===== config.mk =====
export PLATFORM = sky130hd
export DESIGN_NAME = motor_brake_protection_ctrl
export DESIGN_NICKNAME = d
export VERILOG_FILES = /design/src/shared/motor_pkg.sv /design/src/hdl/motor_brake_protection_ctrl.sv /design/src/hdl/pwm_gen.sv /design/src/hdl/speed_lock_detect.sv
export SDC_FILE = /design/constraint.sdc
export NUM_CORES = 1
export LEC_CHECK = 0
export BUFFER_PORTS_ARGS = -buffer_cell sky130_fd_sc_hd__buf_2
export CAP_MARGIN = 20
export CORE_AREA = 4 4 160 162
export DETAILED_ROUTE_END_ITERATION = 16
export DIE_AREA = 0 0 164 166
export PLACE_DENSITY = 0.88
export SKIP_LAST_GASP = 1
export SLEW_MARGIN = 10
export SYNTH_ARGS = -nofsm -noshare
export SYNTH_HDL_FRONTEND = slang
export SYNTH_SLANG_ARGS = --single-unit
export TNS_END_PERCENT = 30

===== constraint.sdc =====
create_clock -name clk_sys -period 4.5 [get_ports clk_sys]
set_input_delay 0 -clock clk_sys [delete_from_list [all_inputs] [get_ports clk_sys]]
set_output_delay 0 -clock clk_sys [all_outputs]
set_load 0.01 [all_outputs]

===== src/shared/motor_pkg.sv =====
// constants, types and tables shared by the motor brake and protection logic
package motor_pkg;

  // clock and timing figures
  localparam int unsigned CLK_HZ           = 50_000_000;
  localparam int unsigned CLK_PER_US       = CLK_HZ / 1_000_000;
  localparam int unsigned CLEAR_TIME_US    = 1000;
  localparam int unsigned CLEAR_CYC        = CLEAR_TIME_US * CLK_PER_US;
  localparam int unsigned CLK_LOSS_TIME_US = 1000;
  localparam int unsigned CLK_LOSS_CYC     = CLK_LOSS_TIME_US * CLK_PER_US;
  localparam int unsigned SETTLE_TIME_US   = 10000;
  localparam int unsigned SETTLE_CYC       = SETTLE_TIME_US * CLK_PER_US;
  // protection time is 15.1 s per uF, kept in tenths of a second per uF
  localparam longint unsigned LOCK_DS_PER_UF = 151;
  localparam longint unsigned LOCK_CAP_NF    = 1000;
  localparam longint unsigned LOCK_CYC_L     =
    (LOCK_DS_PER_UF * LOCK_CAP_NF * CLK_HZ) / 64'd10_000;
  localparam int unsigned LOCK_CYC          = int'(LOCK_CYC_L);
  localparam int unsigned CNT_W             = 32;

  // analog levels as millivolt codes
  localparam int unsigned MV_W        = 13;
  localparam logic [12:0] UVLO_FALL_MV = 13'd3740;
  localparam logic [12:0] UVLO_RISE_MV = 13'd3930;
  localparam logic [12:0] POR_MV       = 13'd250;

  // speed lock window is one sixteenth of the reference period
  localparam int unsigned LOCK_WIN_SHIFT = 4;
  localparam int unsigned PER_W          = 24;

  // pwm
  localparam int unsigned PWM_W     = 8;
  localparam logic [7:0]  DUTY_FULL = 8'hFF;
  localparam logic [7:0]  DUTY_RST  = 8'h80;

  // register map, byte addresses
  localparam int unsigned ADDR_W   = 8;
  localparam logic [7:0] REG_CTRL  = 8'h00;
  localparam logic [7:0] REG_DUTY  = 8'h04;
  localparam logic [7:0] REG_STAT  = 8'h08;
  localparam logic [7:0] REG_IRQS  = 8'h0C;
  localparam logic [7:0] REG_IRQM  = 8'h10;
  localparam int unsigned CTRL_BYPASS_BIT = 0;
  localparam int unsigned EV_W           = 3;
  localparam int unsigned EV_FAULT       = 0;
  localparam int unsigned EV_CLK_LOST    = 1;
  localparam int unsigned EV_UVLO        = 2;
  localparam logic [1:0] RESP_OKAY   = 2'h0;
  localparam logic [1:0] RESP_SLVERR = 2'h2;

  typedef enum logic [4:0] {
    ST_POR    = 5'h01,
    ST_STOP   = 5'h02,
    ST_SETTLE = 5'h04,
    ST_RUN    = 5'h08,
    ST_FAULT  = 5'h10
  } mode_t;

  // six-step table: {high u,v,w, low u,v,w}; equal hall inputs give all off
  function automatic logic [5:0] commutate(input logic [2:0] hall);
    logic [5:0] pat;
    pat = 6'h00;
    case (hall)
      3'h1: pat = 6'h22;
      3'h3: pat = 6'h21;
      3'h2: pat = 6'h11;
      3'h6: pat = 6'h14;
      3'h4: pat = 6'h0C;
      3'h5: pat = 6'h0A;
      default: pat = 6'h00;
    endcase
    return pat;
  endfunction

endpackage


===== src/hdl/motor_brake_protection_ctrl.sv =====
// brake, locked-rotor, clock-loss, undervoltage and reset control with register slave
`timescale 1ns/100ps
module motor_brake_protection_ctrl #(
  parameter int unsigned LOCK_CYC     = motor_pkg::LOCK_CYC,
  parameter int unsigned CLEAR_CYC    = motor_pkg::CLEAR_CYC,
  parameter int unsigned SETTLE_CYC   = motor_pkg::SETTLE_CYC,
  parameter int unsigned CLK_LOSS_CYC = motor_pkg::CLK_LOSS_CYC
) (
  input  wire logic                         clk_sys,
  input  wire logic                         nrst,
  input  wire logic [motor_pkg::ADDR_W-1:0] s_axi_awaddr,
  input  wire logic                         s_axi_awvalid,
  output logic                              s_axi_awready,
  input  wire logic [31:0]                  s_axi_wdata,
  input  wire logic [3:0]                   s_axi_wstrb,
  input  wire logic                         s_axi_wvalid,
  output logic                              s_axi_wready,
  output logic [1:0]                        s_axi_bresp,
  output logic                              s_axi_bvalid,
  input  wire logic                         s_axi_bready,
  input  wire logic [motor_pkg::ADDR_W-1:0] s_axi_araddr,
  input  wire logic                         s_axi_arvalid,
  output logic                              s_axi_arready,
  output logic [31:0]                       s_axi_rdata,
  output logic [1:0]                        s_axi_rresp,
  output logic                              s_axi_rvalid,
  input  wire logic                         s_axi_rready,
  input  wire logic                         stop_sel,
  input  wire logic                         brake_sel,
  input  wire logic                         ref_clk_in,
  input  wire logic                         fg_in,
  input  wire logic [2:0]                   hall_state,
  input  wire logic                         overcurrent,
  input  wire logic [motor_pkg::MV_W-1:0]   supply_mv,
  input  wire logic [motor_pkg::MV_W-1:0]   protect_timer_pin,
  output logic                              phase_u_high_drive,
  output logic                              phase_v_high_drive,
  output logic                              phase_w_high_drive,
  output logic                              phase_u_low_drive,
  output logic                              phase_v_low_drive,
  output logic                              phase_w_low_drive,
  output logic                              speed_lock_flag_n,
  output logic                              irq
);
  localparam int unsigned CW = motor_pkg::CNT_W;
  localparam int unsigned EW = motor_pkg::EV_W;

  motor_pkg::mode_t       state_ff;
  motor_pkg::mode_t       nxt_state;
  logic [CW-1:0]          timer_ff;
  logic [CW-1:0]          clear_cnt_ff;
  logic                   uvlo_ff;
  logic                   lost_q_ff;
  logic                   uvlo_q_ff;
  logic [2:0]             high_ff;
  logic [2:0]             low_ff;
  logic                   lock_flag_n_ff;
  logic                   irq_ff;
  logic                   bypass_ff;
  logic [7:0]             duty_ff;
  logic [EW-1:0]          irq_stat_ff;
  logic [EW-1:0]          irq_mask_ff;
  logic                   awready_ff;
  logic                   wready_ff;
  logic                   aw_have_ff;
  logic                   w_have_ff;
  logic [7:0]             awaddr_ff;
  logic [31:0]            wdata_ff;
  logic                   wstrb0_ff;
  logic                   bvalid_ff;
  logic [1:0]             bresp_ff;
  logic                   arready_ff;
  logic                   rvalid_ff;
  logic [31:0]            rdata_ff;
  logic [1:0]             rresp_ff;

  wire logic              locked;
  wire logic              clk_lost;
  wire logic              pwm_on;
  wire logic              por_active;
  wire logic              hold_off;
  wire logic              nxt_uvlo;
  wire logic              st_run;
  wire logic              st_settle;
  wire logic              st_fault;
  wire logic              brake_act;
  wire logic              lost_eff;
  wire logic              lock_running;
  wire logic              lock_expired;
  wire logic              settle_done;
  wire logic              clear_req;
  wire logic              clear_done;
  wire logic [5:0]        comm;
  wire logic              pwm_gate;
  wire logic [2:0]        nxt_high;
  wire logic [2:0]        nxt_low;
  wire logic [CW-1:0]     nxt_timer;
  wire logic [CW-1:0]     nxt_clear_cnt;
  wire logic [EW-1:0]     events;
  wire logic [EW-1:0]     nxt_irq_stat;
  wire logic              wr_en;
  wire logic              wr_lane0;
  wire logic              wr_hit;
  wire logic              ar_take;
  wire logic              rd_hit;
  wire logic [31:0]       rd_mux;
  wire logic [31:0]       status_word;

  speed_lock_detect #(
    .LOSS_CYC (CLK_LOSS_CYC)
  ) u_lock (
    .clk_sys  (clk_sys),
    .nrst     (nrst),
    .ref_in   (ref_clk_in),
    .fg_in    (fg_in),
    .locked   (locked),
    .clk_lost (clk_lost)
  );

  pwm_gen u_pwm (
    .clk_sys (clk_sys),
    .nrst    (nrst),
    .duty    (duty_ff),
    .pwm_on  (pwm_on)
  );

  assign por_active = protect_timer_pin < motor_pkg::POR_MV;
  assign nxt_uvlo = uvlo_ff ? (supply_mv < motor_pkg::UVLO_RISE_MV)
                            : (supply_mv < motor_pkg::UVLO_FALL_MV);
  assign hold_off = por_active || uvlo_ff;

  assign st_run    = (state_ff == motor_pkg::ST_RUN);
  assign st_settle = (state_ff == motor_pkg::ST_SETTLE);
  assign st_fault  = (state_ff == motor_pkg::ST_FAULT);
  // brake acts inside the settle and run states
  assign brake_act = brake_sel && !stop_sel && (st_run || st_settle);
  assign lost_eff  = clk_lost && !bypass_ff;

  // timer runs only while unlocked, driving and not braking, or while settling
  assign lock_running = st_run && !brake_sel && !stop_sel && !bypass_ff && (!locked || lost_eff);
  assign lock_expired = lock_running && (timer_ff == LOCK_CYC - 1);
  assign settle_done  = st_settle && (timer_ff == SETTLE_CYC - 1);
  assign nxt_timer    = (lock_running || (st_settle && !settle_done)) ? timer_ff + 1'b1 : '0;

  // stop or brake held to clear the latched fault
  assign clear_req     = st_fault && (stop_sel || brake_sel);
  assign clear_done    = clear_req && (clear_cnt_ff == CLEAR_CYC - 1);
  assign nxt_clear_cnt = (clear_req && !clear_done) ? clear_cnt_ff + 1'b1 : '0;

  always_comb begin
    nxt_state = state_ff;
    case (state_ff)
      motor_pkg::ST_POR:
        nxt_state = stop_sel ? motor_pkg::ST_STOP : motor_pkg::ST_SETTLE;
      motor_pkg::ST_STOP:
        if (!stop_sel) nxt_state = motor_pkg::ST_SETTLE;
      motor_pkg::ST_SETTLE:
        if (stop_sel) nxt_state = motor_pkg::ST_STOP;
        else if (settle_done) nxt_state = motor_pkg::ST_RUN;
      motor_pkg::ST_RUN:
        if (stop_sel) nxt_state = motor_pkg::ST_STOP;
        else if (lock_expired) nxt_state = motor_pkg::ST_FAULT;
      motor_pkg::ST_FAULT:
        if (clear_done) nxt_state = stop_sel ? motor_pkg::ST_STOP : motor_pkg::ST_RUN;
      default:
        nxt_state = motor_pkg::ST_POR;
    endcase
    if (hold_off) nxt_state = motor_pkg::ST_POR;
  end

  assign comm = motor_pkg::commutate(hall_state);
  // duty only on the high side
  assign pwm_gate = pwm_on && !overcurrent;
  // brake pattern at full duty, limiter ignored
  // clock loss turns the high side off, resumes when it returns
  assign nxt_high = hold_off  ? 3'h0 :
                    brake_act ? 3'h7 :
                    (st_run && !lost_eff) ? (comm[5:3] & {3{pwm_gate}}) : 3'h0;
  assign nxt_low  = (hold_off || brake_act) ? 3'h0 :
                    (st_run || st_fault) ? comm[2:0] : 3'h0;

  always_ff @(posedge clk_sys or negedge nrst) begin
    if (!nrst) begin
      state_ff     <= motor_pkg::ST_POR;
      timer_ff     <= '0;
      clear_cnt_ff <= '0;
      uvlo_ff      <= 1'b1;
      high_ff      <= 3'h0;
      low_ff       <= 3'h0;
    end else begin
      state_ff     <= nxt_state;
      timer_ff     <= hold_off ? '0 : nxt_timer;
      clear_cnt_ff <= nxt_clear_cnt;
      uvlo_ff      <= nxt_uvlo;
      high_ff      <= nxt_high;
      low_ff       <= nxt_low;
    end
  end

  assign phase_u_high_drive = high_ff[2];
  assign phase_v_high_drive = high_ff[1];
  assign phase_w_high_drive = high_ff[0];
  assign phase_u_low_drive  = low_ff[2];
  assign phase_v_low_drive  = low_ff[1];
  assign phase_w_low_drive  = low_ff[0];

  // sticky events: entry to fault, clock lost, undervoltage
  assign events[motor_pkg::EV_FAULT]    = lock_expired && !hold_off;
  assign events[motor_pkg::EV_CLK_LOST] = lost_eff && !lost_q_ff && st_run;
  assign events[motor_pkg::EV_UVLO]     = nxt_uvlo && !uvlo_q_ff;

  // register writes commit once address and data are both held
  assign wr_en    = aw_have_ff && w_have_ff && !bvalid_ff;
  assign wr_lane0 = wr_en && wstrb0_ff;
  assign wr_hit   = (awaddr_ff == motor_pkg::REG_CTRL) || (awaddr_ff == motor_pkg::REG_DUTY) ||
                    (awaddr_ff == motor_pkg::REG_STAT) || (awaddr_ff == motor_pkg::REG_IRQS) ||
                    (awaddr_ff == motor_pkg::REG_IRQM);
  // set wins over a write-one clear
  assign nxt_irq_stat = (irq_stat_ff &
                         ~((wr_lane0 && awaddr_ff == motor_pkg::REG_IRQS) ? wdata_ff[EW-1:0]
                                                                           : {EW{1'b0}}))
                        | events;

  always_ff @(posedge clk_sys or negedge nrst) begin
    if (!nrst) begin
      bypass_ff      <= 1'b0;
      duty_ff        <= motor_pkg::DUTY_RST;
      irq_mask_ff    <= '0;
      irq_stat_ff    <= '0;
      irq_ff         <= 1'b0;
      lost_q_ff      <= 1'b1;
      uvlo_q_ff      <= 1'b1;
      lock_flag_n_ff <= 1'b1;
    end else begin
      if (wr_lane0 && awaddr_ff == motor_pkg::REG_CTRL) bypass_ff <= wdata_ff[motor_pkg::CTRL_BYPASS_BIT];
      if (wr_lane0 && awaddr_ff == motor_pkg::REG_DUTY) duty_ff <= wdata_ff[7:0];
      if (wr_lane0 && awaddr_ff == motor_pkg::REG_IRQM) irq_mask_ff <= wdata_ff[EW-1:0];
      irq_stat_ff    <= nxt_irq_stat;
      irq_ff         <= |(nxt_irq_stat & irq_mask_ff);
      lost_q_ff      <= lost_eff;
      uvlo_q_ff      <= nxt_uvlo;
      lock_flag_n_ff <= !(locked && !hold_off);
    end
  end

  assign speed_lock_flag_n = lock_flag_n_ff;
  assign irq               = irq_ff;

  // axi4-lite write channels
  always_ff @(posedge clk_sys or negedge nrst) begin
    if (!nrst) begin
      awready_ff <= 1'b1;
      wready_ff  <= 1'b1;
      aw_have_ff <= 1'b0;
      w_have_ff  <= 1'b0;
      awaddr_ff  <= '0;
      wdata_ff   <= '0;
      wstrb0_ff  <= 1'b0;
      bvalid_ff  <= 1'b0;
      bresp_ff   <= motor_pkg::RESP_OKAY;
    end else begin
      if (s_axi_awvalid && awready_ff) begin
        awaddr_ff  <= s_axi_awaddr;
        aw_have_ff <= 1'b1;
        awready_ff <= 1'b0;
      end
      if (s_axi_wvalid && wready_ff) begin
        wdata_ff  <= s_axi_wdata;
        wstrb0_ff <= s_axi_wstrb[0];
        w_have_ff <= 1'b1;
        wready_ff <= 1'b0;
      end
      if (wr_en) begin
        bvalid_ff  <= 1'b1;
        bresp_ff   <= wr_hit ? motor_pkg::RESP_OKAY : motor_pkg::RESP_SLVERR;
        aw_have_ff <= 1'b0;
        w_have_ff  <= 1'b0;
      end else if (bvalid_ff && s_axi_bready) begin
        bvalid_ff  <= 1'b0;
        awready_ff <= 1'b1;
        wready_ff  <= 1'b1;
      end
    end
  end

  // axi4-lite read channels
  assign status_word = {20'h00000, lost_eff, locked, uvlo_ff, por_active, bypass_ff,
                        2'h0, state_ff};
  assign rd_hit  = (s_axi_araddr == motor_pkg::REG_CTRL) || (s_axi_araddr == motor_pkg::REG_DUTY) ||
                   (s_axi_araddr == motor_pkg::REG_STAT) || (s_axi_araddr == motor_pkg::REG_IRQS) ||
                   (s_axi_araddr == motor_pkg::REG_IRQM);
  assign rd_mux  = (s_axi_araddr == motor_pkg::REG_CTRL) ? {31'h00000000, bypass_ff} :
                   (s_axi_araddr == motor_pkg::REG_DUTY) ? {24'h000000, duty_ff} :
                   (s_axi_araddr == motor_pkg::REG_STAT) ? status_word :
                   (s_axi_araddr == motor_pkg::REG_IRQS) ? {29'h00000000, irq_stat_ff} :
                   (s_axi_araddr == motor_pkg::REG_IRQM) ? {29'h00000000, irq_mask_ff} :
                   32'h00000000;
  assign ar_take = s_axi_arvalid && arready_ff;

  always_ff @(posedge clk_sys or negedge nrst) begin
    if (!nrst) begin
      arready_ff <= 1'b1;
      rvalid_ff  <= 1'b0;
      rdata_ff   <= '0;
      rresp_ff   <= motor_pkg::RESP_OKAY;
    end else if (ar_take) begin
      arready_ff <= 1'b0;
      rvalid_ff  <= 1'b1;
      rdata_ff   <= rd_mux;
      rresp_ff   <= rd_hit ? motor_pkg::RESP_OKAY : motor_pkg::RESP_SLVERR;
    end else if (rvalid_ff && s_axi_rready) begin
      rvalid_ff  <= 1'b0;
      arready_ff <= 1'b1;
    end
  end

  assign s_axi_awready = awready_ff;
  assign s_axi_wready  = wready_ff;
  assign s_axi_bvalid  = bvalid_ff;
  assign s_axi_bresp   = bresp_ff;
  assign s_axi_arready = arready_ff;
  assign s_axi_rvalid  = rvalid_ff;
  assign s_axi_rdata   = rdata_ff;
  assign s_axi_rresp   = rresp_ff;
endmodule


===== src/hdl/pwm_gen.sv =====
// free-running pwm comparator with a forced full-on code
`timescale 1ns/100ps
module pwm_gen (
  input  wire logic                      clk_sys,
  input  wire logic                      nrst,
  input  wire logic [motor_pkg::PWM_W-1:0] duty,
  output logic                           pwm_on
);
  logic [motor_pkg::PWM_W-1:0] cnt_ff;
  logic                        pwm_ff;
  wire  logic                  nxt_pwm;

  assign nxt_pwm = (duty == motor_pkg::DUTY_FULL) || (cnt_ff < duty);
  assign pwm_on  = pwm_ff;

  always_ff @(posedge clk_sys or negedge nrst) begin
    if (!nrst) begin
      cnt_ff <= '0;
      pwm_ff <= 1'b0;
    end else begin
      cnt_ff <= cnt_ff + 1'b1;
      pwm_ff <= nxt_pwm;
    end
  end
endmodule


===== src/hdl/speed_lock_detect.sv =====
// measures reference and fg periods, flags speed lock and a stopped reference
`timescale 1ns/100ps
module speed_lock_detect #(
  parameter int unsigned LOSS_CYC = motor_pkg::CLK_LOSS_CYC
) (
  input  wire logic clk_sys,
  input  wire logic nrst,
  input  wire logic ref_in,
  input  wire logic fg_in,
  output logic      locked,
  output logic      clk_lost
);
  localparam int unsigned PW = motor_pkg::PER_W;
  wire  logic [1:0]    sig_in;
  logic [1:0]          prev_ff;
  logic [1:0]          valid_ff;
  logic [PW-1:0]       run_ff [2];
  logic [PW-1:0]       per_ff [2];
  logic                locked_ff;
  logic                lost_ff;
  wire  logic [PW-1:0] diff;
  wire  logic          nxt_locked;
  wire  logic          nxt_lost;

  assign sig_in = {fg_in, ref_in};

  // channel 0 is the reference clock, channel 1 the fg feedback
  genvar g;
  generate
    for (g = 0; g < 2; g++) begin : g_chan
      wire logic rise;
      wire logic sat;
      assign rise = sig_in[g] && !prev_ff[g];
      assign sat  = &run_ff[g];
      always_ff @(posedge clk_sys or negedge nrst) begin
        if (!nrst) begin
          prev_ff[g]  <= 1'b0;
          valid_ff[g] <= 1'b0;
          run_ff[g]   <= '0;
          per_ff[g]   <= '0;
        end else begin
          prev_ff[g] <= sig_in[g];
          if (rise) begin
            run_ff[g]   <= '0;
            per_ff[g]   <= run_ff[g];
            valid_ff[g] <= !sat;
          end else if (!sat) begin
            run_ff[g] <= run_ff[g] + 1'b1;
          end else begin
            valid_ff[g] <= 1'b0;
          end
        end
      end
    end
  endgenerate

  assign diff = (per_ff[1] > per_ff[0]) ? per_ff[1] - per_ff[0] : per_ff[0] - per_ff[1];
  assign nxt_locked = &valid_ff && !lost_ff &&
                      (diff <= (per_ff[0] >> motor_pkg::LOCK_WIN_SHIFT));
  assign nxt_lost = (32'(run_ff[0]) >= LOSS_CYC - 1);
  assign locked   = locked_ff;
  assign clk_lost = lost_ff;

  always_ff @(posedge clk_sys or negedge nrst) begin
    if (!nrst) begin
      locked_ff <= 1'b0;
      lost_ff   <= 1'b1;
    end else begin
      locked_ff <= nxt_locked;
      lost_ff   <= nxt_lost;
    end
  end
endmodule


==> results.yml, run 1 <==
synth:
  synth_fa_ha_area_share_pct: 7.18
  synth_warnings: 0
  ys.flop_type: "dfrtp_1"
  synth_xor_area_share_pct: 7.46
  synth_area_um2: 14300
  synthMuxAreaShare_pct: 3.56
  ys_seq_area_share_pct: 42.5
  synth_top_family_by_area: "simple AND/OR/NAND/NOR gates"
  synth_compound_area_share_pct: 13.4
  yosys.area_share.simple_pct: 20.6
  ys_types: 84
  netlist_instances: 1549
  syn_area_per_cell_um2: 9.25
  synthArstFlopShare_pct: 100
  synth_edf_count: 0
  synth_seq_cells: 243
setup_path:
  cp-startpoint: "u_lock.per_ff[0]$_DFFE_PN0P_"
  required_ns: 5.01
  rr_endpoint: "u_lock.locked$_DFF_PN0_"
  r2r_setup_slack_ns: -0.05
  worstPathArrival_ns: 5.05
  r2r-start: "u_lock.per_ff[0]$_DFFE_PN0P_"
  critPathLaunchType: "register"
  end_kind: "register"
  cp_max_fo: 6
  reg2reg_depth: 22
  crit_type: "reg -> reg"
global_routing:
  grt_pass1_wl_mm: 62.7
  antenna_found_initial: 0
  grt_remaining_overflow: 0
  first_global_vias: 12600
  grt_max_degree: 136
  track_usage_pct: 27.9
sta:
  skew_ns: 0.0293
  rsz0062_at_grt: "true"
  hold_viol: 0
  tightest_slew_ns: 0.992
  period_needed_ns: 4.55
  layout_setup_ws_ns: -0.0459
  setup_viol: 1
  max_freq_ghz: 0.220
  slew_viol_final: 0
  worst_hold_slack_ns: 0.113
  period_share_pct: 101
  slew_headroom_pct: 33.9
floorplan:
  rows: 57
  die_h_um: 166
  start_util_pct: 59.4
  die_w_um: 164
  io_pins: 142
  coreArea_um2: 24100
  die_area_um2: 27200
layout:
  multi_input_area_um2: 7660
  drive_above_1_share_pct: 15.3
  syn_to_final_growth_pct: 17.7
  fin_nets: 1885
  diodes: 0
  fillers: 1714
  final_cells: 2057
  seq_area_um2: 6090
place:
  port-buffer-count: 90
  dp.cells: 1943
  gp_congestion: 0.999
  dp.final_hpwl_mm: 25.9
clocking:
  cts_buffers: 28
  insertion_delay_ns: 0.57
  cts_tree: "yes"
  cts.htree.levels: 1
  cts_sinks: 243
  clock-root-buffer: "clkbuf_16"
  cts_buffer_depth: 3
  cts.reportedPaths.clkPinSlew_ns: 0.07
route:
  first_pass_iters: 10
  via_per_inst: 6.15
  drt_iter0_drc: 1465
  drtAntennaViolNets: 0
  drt-total-wl_mm: 39.4
  num_vias: 12700
  route.detailed.drc: 0
  wire_per_inst_um: 19.1
job:
  cap_viol_max_count: 0
status:
  status: "finished with violations"
  violations: "negative setup slack"
min_path:
  whs_endpoint: "u_lock.prev_ff[0]$_DFF_PN0_"
  hold-path-cell-count: 2
  hold_class: "in -> reg"
  min_from: "ref_clk_in"
power_and_ir_drop:
  swShare_pct: 36.8
  intPower_uw: 5620
  p_per_area_nw_per_um2: 528
  power.share.clock_pct: 26.6
  seq_power_share_pct: 29.2
  ir_drop_mv: 0.555
  power.total_uw: 8900
  p_leak_uw: 0.00770
  power.share.combinational_pct: 44.2
  p_sw_uw: 3280
kinds of logic after synthesis:
| family | after synthesis |
|---|---|
| compound gates | 306 |
| xor+xnor | 122 |
| fa+ha+maj | 81 |
| buf+inv | 166 |
| flops | 243 |
| mux | 47 |
| other cells | 1 |
| simple gates | 583 |
cell type report:
class	count	share of cell area, %
clock buffer	34	4.35
timing repair buffer	191	8.44
multi-input combinational	1161	45.4
sequential	243	36.1
clock inverter	18	1.34
tap	324	2.40
inverter	86	1.91
through the flow:
| step | cell area (um2) | util, % | setup TNS, ns | worst slack [ns] |
|---|---|---|---|---|
| 6_report | 16900 | 70.0 | -0.0459 | -0.0459 |
| 4_1_cts | 16700 | 69.3 | 0 | 0.0273 |
| 3_5_place_dp | 15200 | 63.0 | 0 | 0.0433 |
| 2_1_floorplan | 14400 | - | 0 | 0.383 |
| 3_3_place_gp | 15200 | 63.0 | 0 | 0.116 |
| 5_1_grt | 16900 | 70.0 | -0.198 | -0.198 |
registers in the layout, indices dropped and copies added, names as in the netlist, 8 cells and up:
signal and cells:
duty_ff 8, wdata_ff 8, u_pwm.cnt_ff 8, clear_cnt_ff 32
timer_ff 32, u_lock.per_ff 48, s_axi_rdata 12, u_lock.run_ff 48
awaddr_ff 8
cell usage after synthesis (9+ instances only):
library cell | count | share of area, %
dfrtp_1 | 234 | 41
nor2_1 | 155 | 4.1
nand2_1 | 140 | 3.7
o21ai_0 | 93 | 3.2
a21oi_1 | 88 | 3.1
inv_1 | 86 | 2.3
ha_1 | 79 | 6.9
xor2_1 | 74 | 4.5
nand3_1 | 63 | 2.2
xnor2_1 | 48 | 2.9
nand4_1 | 47 | 2.1
clkbuf_1 | 39 | 1.0
and3_1 | 33 | 1.4
mux2_2 | 31 | 2.4
nor3_1 | 24 | 0.84
buf_4 | 23 | 1.2
a21o_1 | 22 | 1.2
nor4_1 | 17 | 0.74
mux2i_1 | 16 | 1.1
and4_1 | 15 | 0.92
nor2b_1 | 15 | 0.66
buf_2 | 12 | 0.42
a31oi_1 | 11 | 0.48
nand3b_1 | 11 | 0.58
or3_1 | 11 | 0.48
o211ai_1 | 10 | 0.52
dfstp_2 | 9 | 1.7
layout by cell type, fill, tap and decap left out, types with 8 or more instances in the layout:
| cell type | instances |
|---|---|
| mux2i_1 | 14 |
| buf_2 | 89 |
| dfstp_2 | 9 |
| buf_4 | 41 |
| o21ai_0 | 93 |
| o21a_1 | 8 |
| dfrtp_1 | 234 |
| mux2_2 | 31 |
| nor4_1 | 17 |
| nor3_1 | 24 |
| xor2_1 | 74 |
| a31oi_1 | 11 |
| nand3b_1 | 11 |
| a21o_1 | 22 |
| nand4_1 | 47 |
| and4_1 | 15 |
| o211ai_1 | 10 |
| and3_1 | 33 |
| inv_1 | 83 |
| or3_1 | 11 |
| nor2_1 | 155 |
| a21oi_1 | 86 |
| nand3_1 | 62 |
| nand2b_1 | 8 |
| ha_1 | 74 |
| conb_1 | 22 |
| nand2_1 | 140 |
| xnor2_1 | 48 |
| dlygate4sd3_1 | 55 |
| clkbuf_16 | 30 |
| nor2b_1 | 13 |
| clkinv_2 | 9 |
metal layers:
| layer | track usage [%] | share of wire, % |
|---|---|---|
| met4 | 12.3 | 5.4 |
| met3 | 4.47 | 6.9 |
| met2 | 47.4 | 48 |
| met5 | 0 | 0 |
| met1 | 35.0 | 39 |
power by group through the flow:
| stage | clock, uW | combinational, uW | sequential [uW] |
|---|---|---|---|
| floorplan | 0 | 2480 | 2560 |
| CTS | 2380 | 3450 | 2570 |
| detailed placement | 0 | 3350 | 2600 |
| global placement | 0 | 3250 | 2590 |
| global route | 2480 | 4240 | 2610 |
| finish | 2360 | 3940 | 2600 |
worst max-delay path by stage:
stage | end | cells after the start
after global placement | u_lock.locked$_DFF_PN0_ | 21
after CTS | u_lock.locked$_DFF_PN0_ | 22
final | u_lock.locked$_DFF_PN0_ | 22
after floorplan | u_lock.locked$_DFF_PN0_ | 21
after global routing | u_lock.locked$_DFF_PN0_ | 22
after detailed placement | u_lock.locked$_DFF_PN0_ | 22
what timing repair did:
| item | CTS | global route |
|---|---|---|
| buffers inserted | 0 | 5 |
| setup endpoints to repair | 0 | 1 |
| resized for setup | 0 | 19 |
| hold endpoints to repair | 190 | 0 |
| hold buffers | 55 | 0 |
critical path, stage by stage, from the launching register on:
cell and delay, ns:
dfrtp_1 0.35, inv_1 0.06, ha_2 0.19, inv_2 0.06
fa_2 0.22, nand3_2 0.08, a21o_1 0.21, a211oi_4 0.31
o21ai_2 0.10, a22oi_4 0.28, buf_12 0.18, nand3b_1 0.10
o31a_1 0.14, xor2_1 0.16, ha_1 0.31, nand4_1 0.13
or4_1 0.55, mux2i_1 0.13, a31oi_1 0.09, or3_1 0.39
a211oi_2 0.22, o211ai_1 0.13, nand2_1 0.09
Power figures use the tool's default switching activity.
==> run 2: changes to the inputs <==
--- a/config.mk
+++ b/config.mk
@@ -11,6 +11,7 @@
 export DETAILED_ROUTE_END_ITERATION = 16
 export DIE_AREA = 0 0 164 166
 export PLACE_DENSITY = 0.88
+export RECOVER_POWER = 50
 export SKIP_LAST_GASP = 1
 export SLEW_MARGIN = 10
 export SYNTH_ARGS = -nofsm -noshare
==> run 2 against run 1 <==
Effect of this change: the flow finishes with violations (max-capacitance violations, max-slew violations, negative setup slack); fmax fell by 0.40%; global-route usage did not move; clock skew barely moved; final cell count did not move; setup slack got worse by 0.018 ns; count of clock-buffer cells in the layout did not move; final area fell by 0.33%; hold slack improved by 0.013 ns; register-to-register slack got worse by 0.02 ns; sequential share of layout area rose by 0.12 points; via count fell by 0.27%; critical path type unchanged; largest cell class unchanged; largest power group unchanged.
==> results.yml, run 2 (synthesis gave the netlist of run 1 again) <==
layout:
  top_regs: "u_lock.per_ff: 48 flops, u_lock.run_ff: 48 flops"
  final_util_pct: 69.7
  mostFrequentLayoutCells: "dfrtp_1, nor2_1, nand2_1, o21ai_0, a21oi_1"
  drive_above_1_share_pct: 13.2
  fin_nets: 1885
  diodes: 0
  final_common_cell: "dfrtp_1"
  syn_to_final_growth_pct: 17.3
power_and_ir_drop:
  p_per_area_nw_per_um2: 529
  ir_drop_mv: 0.558
  p_leak_uw: 0.00757
sta:
  layout_setup_ws_ns: -0.0640
  max_freq_ghz: 0.219
  hold_viol: 0
  slew_viol_final: 246
  setup_viol: 1
  tightest_slew_ns: 3.31
  slew_headroom_pct: -121
  period_share_pct: 101
  worst_hold_slack_ns: 0.125
  skew_ns: 0.0297
  rsz0062_at_grt: "true"
  period_needed_ns: 4.56
clocking:
  cts_buffers: 28
  cts.htree.levels: 1
  insertion_delay_ns: 0.57
  clock-root-buffer: "clkbuf_16"
  cts.reportedPaths.clkPinSlew_ns: 0.07
  cts_tree: "yes"
  cts_buffer_depth: 3
  cts_sinks: 243
setup_path:
  critPathLaunchType: "register"
  required_ns: 5.01
  crit_path_max_incr_delay_ns: 0.55
  crit_type: "reg -> reg"
  slowest_stage: "or4_1"
  cp_cell_sequence: "inv_2 > ha_4 > a21o_1 > nor3_1 > o21ai_0 > a221oi_2 > a22oi_4 > clkbuf_16 > o31a_1 > xor2_1 > ha_1 > nand4_1 > or4_1 > mux2i_1 > a31oi_1 > or3_1 > a211oi_2 > o211ai_1 > nand2_1"
  cp_top_family: "compound AO/OA/AOI/OAI gates"
  critPathBufInv: 2
  worstPathArrival_ns: 5.07
  cp_max_fo: 5
  end_kind: "register"
route:
  via_per_inst: 6.14
  drt_iter0_drc: 1401
  drt-total-wl_mm: 39.3
  wire_per_inst_um: 19.1
  first_pass_iters: 6
  drtAntennaViolNets: 0
  num_vias: 12600
  route.detailed.drc: 0
status:
  status: "finished with violations"
  violations: "max-capacitance violations, max-slew violations, negative setup slack"
floorplan:
  coreArea_um2: 24100
  start_util_pct: 59.4
  die_w_um: 164
  io_pins: 142
  die_h_um: 166
  rows: 57
  die_area_um2: 27200
place:
  port-buffer-count: 90
  dp.final_hpwl_mm: 25.9
  gp_congestion: 0.999
min_path:
  hold_class: "in -> reg"
global_routing:
  track_usage_pct: 27.9
  first_global_vias: 12600
  antenna_found_initial: 0
  grt_remaining_overflow: 0
  grt_max_degree: 136
  grt_pass1_wl_mm: 62.7
job:
  cap_viol_max_count: 3
[run 2: cell count changes in the layout (fill, tap and decap cells not counted), sizes merged]
cell    delta
clkbuf    +30
buf       -30
[run 2: metal layers]
metal / up-vias / wire length, um / share of wire, % / GRT usage, %
li1: 5734 / - / - / -
met1: 6068 / 15500 / 39 / 35.0
met2: 654 / 19200 / 49 / 47.4
met3: 169 / 2670 / 6.8 / 4.47
met4: 0 / 2060 / 5.2 / 12.3
met5: - / 0 / 0 / 0
[run 2: final timing paths]
path	startpoint	to	slack, ns	cells past startpoint
worst max-delay path	u_lock.per_ff[19]$_DFFE_PN0P_	u_lock.locked$_DFF_PN0_	-0.06	19
worst min-delay path	fg_in	u_lock.prev_ff[1]$_DFF_PN0_	0.13	2
worst max register to register	u_lock.per_ff[19]$_DFFE_PN0P_	u_lock.locked$_DFF_PN0_	-0.06	19
worst min register to register	clear_cnt_ff[0]$_DFF_PN0_	clear_cnt_ff[0]$_DFF_PN0_	0.47	1
max in group asynchronous	nrst	u_lock.per_ff[8]$_DFFE_PN0P_	1.48	2
min in group asynchronous	nrst	clear_cnt_ff[25]$_DFF_PN0_	1.08	2
[run 2: what timing repair did]
action | in CTS | in global routing
setup endpoints to repair | 0 | 1
resized for setup | 0 | 19
buffers inserted | 0 | 5
hold buffers | 55 | 0
endpoints found under the hold margin | 190 | 0
[run 2: final cells by class]
cell class | count | area (um2)
Clock buffer | 34 | 733
Clock inverter | 18 | 226
Inverter | 86 | 323
Sequential cell | 243 | 6090
Multi-Input combinational cell | 1161 | 7650
Fill cell | 1738 | 7300
Timing Repair Buffer | 191 | 1380
Tap cell | 324 | 405
[run 2: power breakdown]
part           leakage [uW]  total, uW  switching [uW]  internal, uW
Clock              0.000466       2360             959          1400
Combinational       0.00384       3930            2110          1830
Sequential          0.00326       2600             217          2380
Total               0.00757       8890            3280          5610
[run 2: per-stage QoR]
stage               setup WS, ns  TNS, ns  power, uW  instances  instance area (um2)
floorplan                  0.383        0       5040       1570                14400
global placement           0.116        0       5840       1942                15200
finish                   -0.0640  -0.0640       8890       2057                16800
detailed placement        0.0433        0       5960       1943                15200
global route              -0.198   -0.198       9320       2057                16800
CTS                       0.0273        0       8390       2050                16700
